$ cat config.mk
export PLATFORM = sky130hd
export DESIGN_NAME = ssp_spi_port
export DESIGN_NICKNAME = d
export VERILOG_FILES = /design/src/rtl/ssp_spi_port.v
export VERILOG_INCLUDE_DIRS = /design/src /design/src/pkg
export SDC_FILE = /design/constraint.sdc
export NUM_CORES = 1
export LEC_CHECK = 0
export BUFFER_PORTS_ARGS = -buffer_cell sky130_fd_sc_hd__buf_2
export CORE_MARGIN = 2
export CORE_UTILIZATION = 40
export DETAILED_ROUTE_END_ITERATION = 10
export HOLD_SLACK_MARGIN = 0.08
export PLACE_DENSITY = 0.66
export SLEW_MARGIN = 25
export SYNTH_ARGS = -nofsm -noshare
export SYNTH_HDL_FRONTEND = slang
export SYNTH_SLANG_ARGS = --single-unit
$ cat constraint.sdc
create_clock -name clk_sys -period 5.2 [get_ports clk_sys]
set_clock_uncertainty 0.05 [all_clocks]
set_input_delay 0.78 -clock clk_sys [delete_from_list [all_inputs] [get_ports clk_sys]]
set_output_delay 0.78 -clock clk_sys [all_outputs]
set_load 0.02 [all_outputs]
$ cat src/pkg/ssp_defs.vh
`ifndef SSP_DEFS_VH
`define SSP_DEFS_VH

// Byte geometry
`define SSP_BYTE_W 8
`define SSP_LAST_BIT 3'd7

// Receive queue depth and pointer width
`define SSP_FIFO_DEPTH 4
`define SSP_FIFO_AW 2

// Master half-period lengths in clk_sys cycles, per rate select
// Fastest rate still covers the input synchroniser lag on returning data
`define SSP_HALF_RATE0 8'd6
`define SSP_HALF_RATE1 8'd8
`define SSP_HALF_RATE2 8'd32
`define SSP_HALF_RATE3 8'd128

// Master half-period tick indices
`define SSP_TICK_LAST_TOGGLE 5'd16
`define SSP_TICK_LATE_END 5'd17
`define SSP_TICK_FIRST_LATE 5'd3

// Rate select codes
`define SSP_RATE_SEL0 2'h0
`define SSP_RATE_SEL1 2'h1
`define SSP_RATE_SEL2 2'h2

`endif

$ cat src/rtl/ssp_spi_port.v
// Summary of operation
// - Full-duplex eight-bit byte per transfer
// - All four polarity and phase modes
// - Master drives clock, slave receives it
// - Optional slave select addresses slave port
// - Config inputs pick role, timing, rate
// - One shift register, MSb first
// - Byte done: buffer, full flag, irq
// - Received bytes queued four deep before the buffer
// - Write during transfer dropped, collision set
// - Collision flag sticky until software clears
// - Buffer read clears full flag unless a queued byte reloads the buffer
// - Shift register reached only via buffer
// - Open-drain select for data, clock pins
// - Rate master-only, select mode slave-only
`include "ssp_defs.vh"
`timescale 1ns/1ps
`default_nettype none

module ssp_fifo #(
    parameter WIDTH = 8,
    parameter DEPTH = 4,
    parameter AW = 2
) (
    input wire clk_sys,
    input wire rst,
    input wire in_valid,
    output wire in_ready,
    input wire [WIDTH-1:0] in_data,
    output wire out_valid,
    input wire out_ready,
    output wire [WIDTH-1:0] out_data
);
    reg [WIDTH-1:0] mem_q [0:DEPTH-1];
    reg [AW-1:0] wr_ptr_q;
    reg [AW-1:0] rd_ptr_q;
    reg [AW:0] count_q;
    wire push;
    wire pop;

    assign in_ready = (count_q != DEPTH[AW:0]);
    assign out_valid = (count_q != {(AW+1){1'b0}});
    assign out_data = mem_q[rd_ptr_q];
    assign push = in_valid && in_ready;
    assign pop = out_valid && out_ready;

    always @(posedge clk_sys) begin
        if (push) begin
            mem_q[wr_ptr_q] <= in_data;
        end
    end

    always @(posedge clk_sys) begin
        if (rst) begin
            wr_ptr_q <= {AW{1'b0}};
            rd_ptr_q <= {AW{1'b0}};
            count_q <= {(AW+1){1'b0}};
        end else begin
            if (push) begin
                wr_ptr_q <= wr_ptr_q + 1'b1;
            end
            if (pop) begin
                rd_ptr_q <= rd_ptr_q + 1'b1;
            end
            if (push && !pop) begin
                count_q <= count_q + 1'b1;
            end else if (pop && !push) begin
                count_q <= count_q - 1'b1;
            end
        end
    end
endmodule

module ssp_spi_port (
    input wire clk_sys,
    input wire rst,
    input wire master_en,
    input wire clk_idle_high,
    input wire sample_late,
    input wire out_on_idle_edge,
    input wire [1:0] clk_rate_sel,
    input wire slave_select_en,
    input wire open_drain_select,
    input wire buf_wr,
    input wire [7:0] buf_wr_data,
    input wire buf_rd,
    input wire write_collision_flag_clear,
    input wire irq_clear,
    output reg [7:0] xfer_buffer_q,
    output reg buffer_full_flag_q,
    output reg port_irq_flag_q,
    output reg write_collision_flag_q,
    output reg busy_q,
    output reg rx_overrun_q,
    input wire sck_i,
    output reg sck_o_q,
    output reg sck_oe_q,
    input wire sdi_i,
    output reg sdo_o_q,
    output reg sdo_oe_q,
    input wire ss_n_i
);
    localparam ST_IDLE = 3'b001;
    localparam ST_PEND = 3'b010;
    localparam ST_RUN = 3'b100;

    // Pin synchronisers: value accepted once stages two and three agree
    reg [2:0] sck_sync_q;
    reg [2:0] sdi_sync_q;
    reg [2:0] ss_sync_q;
    reg sck_s_q;
    reg sdi_s_q;
    reg ss_n_s_q;
    reg sck_prev_q;

    reg [2:0] state_q;
    reg [7:0] shift_reg_q;
    reg [2:0] bit_cnt_q;
    reg out_bit_q;
    reg sclk_q;
    reg [7:0] div_q;
    reg [4:0] tick_q;
    reg drive_sdo;

    wire cpha;
    wire selected;
    wire s_lead;
    wire s_trail;
    wire m_tick;
    wire [4:0] tick_n;
    wire m_lead;
    wire m_trail;
    wire m_samp;
    wire m_end;
    wire samp_ev;
    wire out_ev;
    wire byte_done;
    wire in_progress;
    wire fifo_in_ready;
    wire fifo_out_valid;
    wire [7:0] fifo_out_data;
    wire load_buf;
    reg [7:0] half_len;

    assign cpha = ~out_on_idle_edge;

    always @(posedge clk_sys) begin
        if (rst) begin
            sck_sync_q <= {3{clk_idle_high}};
            sdi_sync_q <= 3'h0;
            ss_sync_q <= 3'h7;
            sck_s_q <= clk_idle_high;
            sdi_s_q <= 1'b0;
            ss_n_s_q <= 1'b1;
            sck_prev_q <= clk_idle_high;
        end else begin
            sck_sync_q <= {sck_sync_q[1:0], sck_i};
            sdi_sync_q <= {sdi_sync_q[1:0], sdi_i};
            ss_sync_q <= {ss_sync_q[1:0], ss_n_i};
            if (sck_sync_q[1] == sck_sync_q[2]) begin
                sck_s_q <= sck_sync_q[2];
            end
            if (sdi_sync_q[1] == sdi_sync_q[2]) begin
                sdi_s_q <= sdi_sync_q[2];
            end
            if (ss_sync_q[1] == ss_sync_q[2]) begin
                ss_n_s_q <= ss_sync_q[2];
            end
            sck_prev_q <= sck_s_q;
        end
    end

    // Select mode only matters in slave role
    // Slave addressed while select is low
    assign selected = master_en || !slave_select_en || !ss_n_s_q;

    // Slave edges come from the sampled clock pin
    assign s_lead = !master_en && selected && (sck_s_q != sck_prev_q)
        && (sck_s_q != clk_idle_high);
    assign s_trail = !master_en && selected && (sck_s_q != sck_prev_q)
        && (sck_s_q == clk_idle_high);

    // Rate select only used by the master divider
    always @* begin
        case (clk_rate_sel)
            `SSP_RATE_SEL0: half_len = `SSP_HALF_RATE0;
            `SSP_RATE_SEL1: half_len = `SSP_HALF_RATE1;
            `SSP_RATE_SEL2: half_len = `SSP_HALF_RATE2;
            default: half_len = `SSP_HALF_RATE3;
        endcase
    end

    // Half-period ticks from the clk_sys divider
    assign m_tick = master_en && (state_q == ST_RUN) && (div_q == half_len - 8'd1);
    assign tick_n = tick_q + 5'd1;
    assign m_lead = m_tick && tick_n[0] && (tick_n < `SSP_TICK_LAST_TOGGLE);
    assign m_trail = m_tick && !tick_n[0] && (tick_n <= `SSP_TICK_LAST_TOGGLE);
    assign m_samp = sample_late
        ? (cpha ? (m_tick && tick_n[0] && tick_n >= `SSP_TICK_FIRST_LATE) : m_trail)
        : (cpha ? m_trail : m_lead);
    assign m_end = m_tick && (tick_n == ((sample_late && cpha)
        ? `SSP_TICK_LATE_END : `SSP_TICK_LAST_TOGGLE));

    // Sample and output edges from polarity and phase
    assign samp_ev = master_en ? m_samp : (cpha ? s_trail : s_lead);
    assign out_ev = master_en ? (cpha ? m_lead : m_trail) : (cpha ? s_lead : s_trail);

    assign byte_done = samp_ev && (bit_cnt_q == `SSP_LAST_BIT);

    assign in_progress = (state_q != ST_IDLE);

    // Queue between shift register and buffer
    ssp_fifo #(
        .WIDTH(`SSP_BYTE_W),
        .DEPTH(`SSP_FIFO_DEPTH),
        .AW(`SSP_FIFO_AW)
    ) u_rx_fifo (
        .clk_sys(clk_sys),
        .rst(rst),
        .in_valid(byte_done),
        .in_ready(fifo_in_ready),
        .in_data({shift_reg_q[6:0], sdi_s_q}),
        .out_valid(fifo_out_valid),
        .out_ready(load_buf),
        .out_data(fifo_out_data)
    );

    assign load_buf = fifo_out_valid && (!buffer_full_flag_q || buf_rd);

    always @(posedge clk_sys) begin
        if (rst) begin
            state_q <= ST_IDLE;
            shift_reg_q <= 8'h00;
            bit_cnt_q <= 3'h0;
            out_bit_q <= 1'b0;
            sclk_q <= 1'b0;
            div_q <= 8'h00;
            tick_q <= 5'h00;
        end else begin
            // Buffer writes are the only way into the shift register
            // A write while busy is dropped
            if (buf_wr && !in_progress) begin
                shift_reg_q <= buf_wr_data;
                out_bit_q <= buf_wr_data[7];
                bit_cnt_q <= 3'h0;
            end else if (samp_ev) begin
                // Shift in at the bottom, MSb leaves first
                shift_reg_q <= {shift_reg_q[6:0], sdi_s_q};
                bit_cnt_q <= bit_cnt_q + 3'h1;
            end
            if (out_ev && !(buf_wr && !in_progress)) begin
                out_bit_q <= samp_ev ? shift_reg_q[6] : shift_reg_q[7];
            end
            if (!master_en) begin
                sclk_q <= clk_idle_high;
            end else if (m_tick && tick_n <= `SSP_TICK_LAST_TOGGLE) begin
                sclk_q <= ~sclk_q;
            end else if (state_q == ST_IDLE) begin
                sclk_q <= clk_idle_high;
            end
            if (m_tick) begin
                div_q <= 8'h00;
                tick_q <= tick_n;
            end else if (state_q == ST_RUN && master_en) begin
                div_q <= div_q + 8'h01;
            end
            case (state_q)
                ST_IDLE: begin
                    div_q <= 8'h00;
                    tick_q <= 5'h00;
                    if (buf_wr) begin
                        state_q <= master_en ? ST_PEND : ST_IDLE;
                    end else if (s_lead) begin
                        state_q <= ST_RUN;
                    end
                end
                ST_PEND: begin
                    // Start waits for room so no received byte is lost
                    if (!master_en) begin
                        state_q <= ST_IDLE;
                    end else if (fifo_in_ready) begin
                        state_q <= ST_RUN;
                    end
                end
                ST_RUN: begin
                    if (master_en ? m_end : byte_done) begin
                        state_q <= ST_IDLE;
                    end
                end
                default: begin
                    state_q <= ST_IDLE;
                end
            endcase
            if (!master_en && !selected) begin
                bit_cnt_q <= 3'h0;
                state_q <= ST_IDLE;
            end
        end
    end

    always @(posedge clk_sys) begin
        if (rst) begin
            xfer_buffer_q <= 8'h00;
            buffer_full_flag_q <= 1'b0;
            port_irq_flag_q <= 1'b0;
            write_collision_flag_q <= 1'b0;
            busy_q <= 1'b0;
            rx_overrun_q <= 1'b0;
        end else begin
            // Queued byte moves into the buffer, full set wins
            if (load_buf) begin
                xfer_buffer_q <= fifo_out_data;
                buffer_full_flag_q <= 1'b1;
            end else if (buf_rd) begin
                buffer_full_flag_q <= 1'b0;
            end
            // Interrupt flag on each finished byte
            if (byte_done) begin
                port_irq_flag_q <= 1'b1;
            end else if (irq_clear) begin
                port_irq_flag_q <= 1'b0;
            end
            // Collision flagged on a busy write
            if (buf_wr && in_progress) begin
                write_collision_flag_q <= 1'b1;
            end else if (write_collision_flag_clear) begin
                write_collision_flag_q <= 1'b0;
            end
            // Slave cannot be stalled, so a full queue drops the byte
            if (byte_done && !fifo_in_ready) begin
                rx_overrun_q <= 1'b1;
            end else if (buf_rd) begin
                rx_overrun_q <= 1'b0;
            end
            busy_q <= in_progress;
        end
    end

    always @* begin
        drive_sdo = master_en || selected;
    end

    always @(posedge clk_sys) begin
        if (rst) begin
            sck_o_q <= 1'b0;
            sck_oe_q <= 1'b0;
            sdo_o_q <= 1'b0;
            sdo_oe_q <= 1'b0;
        end else begin
            sck_o_q <= open_drain_select ? 1'b0 : sclk_q;
            sck_oe_q <= master_en && (!open_drain_select || !sclk_q);
            sdo_o_q <= open_drain_select ? 1'b0 : out_bit_q;
            sdo_oe_q <= drive_sdo && (!open_drain_select || !out_bit_q);
        end
    end
endmodule

`default_nettype wire
After elaboration in Yosys (flattened, before gate mapping)
Memory sizes are Yosys's and may differ from the RTL's. A register that Yosys moved wholly into a read port is not among the register bits.
Index checks and enable logic that the tools add are counted.
- flip-flop bits (word level): 58
- latch bits: 0
- RAM bits: 32
- ROM bits: 0
- memories: 1
- add/subtract/negate cells: 8
- multiply operators: 0
- divide/modulo/power cells: 0
- $lt $le $gt $ge: 3
- equality and inequality tests: 20
- shift-type cells: 0
- muxes and demuxes: 41
- bitwise gates (word level): 2
- reductions and logical operators: 63
- memories (memory ; depth ; bits a word ; read ports ; clocked after memory_dff ; wr ports ; RTL line ; source):
    u_rx_fifo.mem_q ; 4 ; 8 ; 1 ; 1 ; 1 ; ssp_spi_port.v:34 ; reg [WIDTH-1:0] mem_q [0:DEPTH-1];
- operator list (operator ; number):
    $mux W1 ; 28
    $logic_and A1 B1 Y1 ; 27
    $mux W3 ; 8
    $pmux W8 S3 ; 1
    $mux W8 ; 2
    $reduce_bool A2 Y1 ; 8
    $logic_not A1 Y1 ; 14
    $ne A3 B3 Y1 const B ; 3
    $pmux W3 S3 ; 1
    $add A8 B1 Y8 const B ; 1
    $eq A8 B8 Y1 ; 1
    $sub A8 B1 Y8 const B ; 1
    $add A3 B1 Y3 const B ; 2
    $eq A3 B3 Y1 const B ; 2
    $logic_or A1 B1 Y1 ; 6
    $ne A3 B1 Y1 const B ; 2
    $reduce_or A2 Y1 ; 3
    $reduce_or A3 Y1 ; 2
    $add A5 B1 Y5 const B ; 1
    $eq A5 B5 Y1 ; 1
    $ge A5 B2 Y1 const B ; 1
    $le A5 B5 Y1 const B ; 1
    $lt A5 B5 Y1 const B ; 1
    $add A2 B1 Y2 const B ; 2
    other kinds (13) ; 18

Logic depth before layout (Yosys ltp)
- depth after elaboration: 16
- gate-level depth with buffers: 16
- mapped depth without buffers: 15

Hierarchy
A second synthesis with hierarchy kept.
- cell total of the unflattened synthesis: 402
- area, all modules: 4366.7 um^2
- by module, submodules not included (module ; times used ; cells an instance ; area each (um^2)):
    ssp_spi_port ; 1 ; 312 ; 2728.9
    ssp_fifo ; 1 ; 90 ; 1637.8

Worst setup path before layout
OpenSTA, ideal clock, no wires.
- path kind: input-to-reg
- start: in clk_rate_sel[1]
- end: reg u_rx_fifo.count_q[2]
- data arrival time: 3.596 ns
- required time: 5.080 ns
- slack: 1.483 ns
- stages on the path: 15
- path buffers: 0
- cell sequence: or2_2 -> ha_1 -> xor2_1 -> nand2_1 -> a2111o_1 -> nor2b_1 -> nor2_2 -> nand3_1 -> inv_2 -> ha_1 -> inv_1 -> fa_1 -> xor2_1 -> or3_1 -> a21oi_1
- cells in the longest elaborated chain, start to end: 15
- elaborated cells on any way between the ends: 23
- those cells by class: 1 x add/sub; 3 x eq/ne; 6 x mux; 13 x reduce/logical
- ends and longest elaborated chain (what ; RTL line ; source):
    start, declared ; ssp_spi_port.v:81 ; input wire [1:0] clk_rate_sel,
    $eq A2 B2 Y1 (tied with other cells) ; ssp_spi_port.v:185 ; case (clk_rate_sel)
    $pmux W8 S3 (*) ; ssp_spi_port.v:185 ;
    $sub A8 B1 Y8 (*) ; ssp_spi_port.v:194 ; assign m_tick = master_en && (state_q == ST_RUN) && (div_q == half_len - 8'd1);
    $eq A8 B8 Y1 (*) ; ssp_spi_port.v:194 ;
    $logic_and A1 B1 Y1 (*) ; ssp_spi_port.v:194 ;
    $logic_and A1 B1 Y1, on equally long branches ; ssp_spi_port.v:197, ssp_spi_port.v:196, ssp_spi_port.v:199 ;
    $logic_and A1 B1 Y1, on equally long branches ; n/a ;
    $mux W1, on equally long branches ; ssp_spi_port.v:200, ssp_spi_port.v:199 ;
    $mux W1 (*) ; ssp_spi_port.v:198 ; assign m_samp = sample_late
    $mux W1 (*) ; ssp_spi_port.v:205 ; assign samp_ev = master_en ? m_samp : (cpha ? s_trail : s_lead);
    $logic_and A1 B1 Y1 (*) ; ssp_spi_port.v:208 ; assign byte_done = samp_ev && (bit_cnt_q == `SSP_LAST_BIT);
    $logic_and A1 B1 Y1 (*) ; ssp_spi_port.v:44 ; assign push = in_valid && in_ready;
    via u_rx_fifo.push ; ssp_spi_port.v:38 ; wire push;
    $logic_not A1 Y1 ; ssp_spi_port.v:67 ; end else if (pop && !push) begin
    $logic_and A1 B1 Y1 ; ssp_spi_port.v:67 ;
    $reduce_bool A2 Y1 (no line) ; n/a ;
    end signal, assigned ; ssp_spi_port.v:57 ; count_q <= {(AW+1){1'b0}};
    end signal, assigned ; ssp_spi_port.v:66 ; count_q <= count_q + 1'b1;
    end signal, assigned ; ssp_spi_port.v:68 ; count_q <= count_q - 1'b1;
    end, declared ; ssp_spi_port.v:37 ; reg [AW:0] count_q;
The timed path passes the listed nets; every way through them passes the cells marked *.
A chain may end at the register's enable or synchronous reset.

Worst setup path in the final report
Same ends and word-level chain as after synthesis.

==> results.md <==
* Status: finished clean
* Router iterations before antenna repair at 4
* P&R area growth vs syn at 12.3%
* Top delay family on crit path: simple AND/OR/NAND/NOR gates
* Endpoints failing setup at 0
* # rows at 37
* Die Wd at 106 µm
* Setup_tns at 0 ns
* Final worst-path cycle share at 77.7%
* Max-Cap Viols at 0
* Routed WL at 7820 µm
* I/O pins at 42
* Crit. Startpoint: clk_rate_sel[1]
* Share of cells above drive strength 1 at 17.3%
* Clk root buf: clkbuf_8
* Commonest cells in the synthesized netlist: 65 x dfxtp_1, 61 x nand2_1, 35 x nor2_1, 33 x edfxtp_1, 31 x a21oi_1
* DR WL/cell at 13.4 µm
* Largest net degree at the start of global routing at 47
* #FFs+latches synth at 98
* Die extent in y at 106 µm
* Post-synth net total at 439
* Clk buf depth at 2
* PortBufs at 41
* Finished Layout Cells at 582
* Pins Over Slew Limit at 0
* Synthesized area at 0.00416 mm²
* Worst Reg-to-Reg Cells at 14
* Crit path depth at 17
* CTS tree: built
* Final GP Congestion at 0.765
* Resize count post-CTS at 0
* Crit path buf inv count at 4
* Post-synth EDFFs at 33
* Hold-fix buffers, CTS at 0
* Critical path, cell by cell: buf_2, or2_2, ha_1, xor2_1, nand2_1, a2111o_1, nor2b_1, nor2_2, buf_4, nand3_1, inv_2, ha_1, inv_1, fa_1, xor2_1, or3_1, a21oi_1
* Most common cell in the netlist: dfxtp_1
* Antenna violations before repair at 0
* Final hold violation count at 0
* Initial core utilization at 40.8%
* Number of distinct library cells after synthesis at 53
* R2r startpoint: div_q[1]
* Vias in the first global route at 2746
* Static leakage at 0.00175 µW
* Setup Crit Path Kind: in2reg
* Crit path DAT at 4.28 ns
* Placed Cells at 566
* Ys Warns at 0
* Tot GR Track Use at 14.8%
* Power Density at 366 mW/mm²
* Crit path max fanout at 14
* Fmax at 248 MHz
* Via/cell ratio at 4.97
* Clk_lat worst skew at 0.37 ns
* Global route total overflow at 0
* Diodes inserted at 0
* Post-DRT Antenna Nets at 0
* Critical Path End: u_rx_fifo.count_q[2]
* Worst slew margin at 46.4%
* HPWL reported at the end of detailed placement at 5630 µm
* Fraction of registers with async set or reset after synthesis at 0%
* Hold Path Class: reg2reg
* Fillers at 970
* Sequential area share after synthesis at 55.1%
* DRT iter0 DRCs at 113
* Post-synthesis instance total at 402
* Final Instance Area at 0.00467 mm²
* Crit start category: input pin
* Setup crit end kind: register
* Peak supply drop at 0.203 mV
* CTS sink count at 98
* Mean post-synth cell area at 10.3 µm²
* Worst slew pin tran at 0.804 ns
* Flop2flop setup slack at 1.46 ns
* CP required at 5.44 ns
* Area of the core at 0.0102 mm²
* Synth Flop Type: dfxtp_1
* End of the worst register-to-register path: u_rx_fifo.count_q[2]
* Area contributors post-synth: dfxtp_1 31%, edfxtp_1 24%, nand2_1 5.5%
* DRC at 0
* Total CTS buffers at 9
* RSZ-0062 raised after global routing: no
* Share of the synthesized area in the top cell type at 31.3%
* Cell taking the most area after synthesis: dfxtp_1
* CTS clk-pin slew, worst paths at 0.10 ns
* Min-delay src: ss_sync_q[0]
* Dpl cell area at 0.00448 mm²
* Global-route wire length before repair at 13000 µm
* H-tree level count at 3
* Min Tclk post-route at 4.04 ns
* DR vias at 2895
* CP max stage cell: a2111o_1
* CP peak stage delay at 0.54 ns
* Die area at 0.0112 mm²
* Post-CTS Setup Inserts at 0
* Nets@finish at 478
==> cell families after synthesis <==
kind of cell | Yosys count | synth area share, %
AND/OR/NAND/NOR | 157 | 17.9
AO/OA/AOI/OAI | 69 | 10.5
XOR/XNOR | 21 | 4.42
adder cells (fa/ha/maj) | 12 | 3.79
flip-flops | 98 | 55.1
multiplexers | 11 | 5.09
buffers and inverters | 34 | 3.22
==> sequential cells by signal, indices dropped and copies added (netlist names), 2 cells and up <==
register            count
ss_sync_q               3
state_q                 3
sdi_sync_q              3
u_rx_fifo.wr_ptr_q      2
sck_sync_q              3
xfer_buffer_q           8
bit_cnt_q               3
div_q                   8
shift_reg_q             8
u_rx_fifo.count_q       3
u_rx_fifo.mem_q        32
tick_q                  5
u_rx_fifo.rd_ptr_q      2
==> power breakdown <==
part / internal (µW) / leakage [µW] / switching (µW) / total (µW)
Combinational: 141 / 0.000823 / 187 / 328
Clock: 182 / 0.0000901 / 277 / 459
Sequential: 856 / 0.000832 / 64.5 / 921
==> cell type report <==
class / count / area (µm²) / share of cell area (%)
clock inverter: 7 / 65.1 / 1.39
timing repair buffer: 42 / 213 / 4.55
inverter: 20 / 75.1 / 1.61
clock buffer: 9 / 124 / 2.65
multi-input combinational: 270 / 1730 / 37.1
sequential: 98 / 2290 / 49.1
tap: 136 / 170 / 3.64
==> worst register-to-register path, cell delays in order, from the launching register on <==
cell and delay [ns]:
dfxtp_1 0.43, inv_2 0.05, or4_1 0.52, a2111o_1 0.61, nor2b_1 0.24, nor2_2 0.10
buf_4 0.18, nand3_1 0.13, inv_2 0.13, ha_1 0.20, inv_1 0.06, fa_1 0.37
xor2_1 0.16, or3_1 0.30, a21oi_1 0.15
==> layer usage <==
layer  wire (µm)  vias up  global-route usage [%]  part of all wire (%)
met2        3760       50                    24.6                    48
met4         112        0                    6.11                   1.4
li1            -     1479                       -                     -
met5           0        -                       0                     0
met1        3640     1355                    18.2                    47
met3         306       11                    3.99                   3.9
==> worst min path at each step <==
stage / slack (ns) / cells after the start / endpoint
2_1_floorplan: 0.34 / 1 / ss_sync_q[1]
3_5_place_dp: 0.34 / 1 / ss_sync_q[1]
4_1_cts: 0.37 / 1 / ss_sync_q[1]
3_3_place_gp: 0.34 / 1 / ss_sync_q[1]
6_report: 0.37 / 1 / ss_sync_q[1]
5_1_grt: 0.38 / 1 / ss_sync_q[1]
==> layout by cell type (no fill, tap or decap), drive strengths merged, types with 8 or more instances in the layout <==
| master | count |
|---|---|
| xnor2 | 11 |
| edfxtp | 33 |
| inv | 20 |
| nor2 | 36 |
| mux4 | 8 |
| nand2 | 61 |
| buf | 42 |
| nand3 | 9 |
| a21oi | 31 |
| ha | 11 |
| xor2 | 10 |
| clkbuf | 9 |
| dfxtp | 65 |
| o21ai | 15 |
==> metrics by stage <==
stage	hold WS [ns]	setup slack, ns	util (%)	power [µW]
after CTS	0.367	1.16	45.9	1730
final	0.365	1.16	45.9	1710
after global routing	0.379	0.917	45.9	1810
after floorplan	0.339	1.48	-	1180
after global placement	0.342	0.905	44.0	1260
after detailed placement	0.343	0.788	44.0	1270
Note: power is estimated with default switching activity, not from simulation.
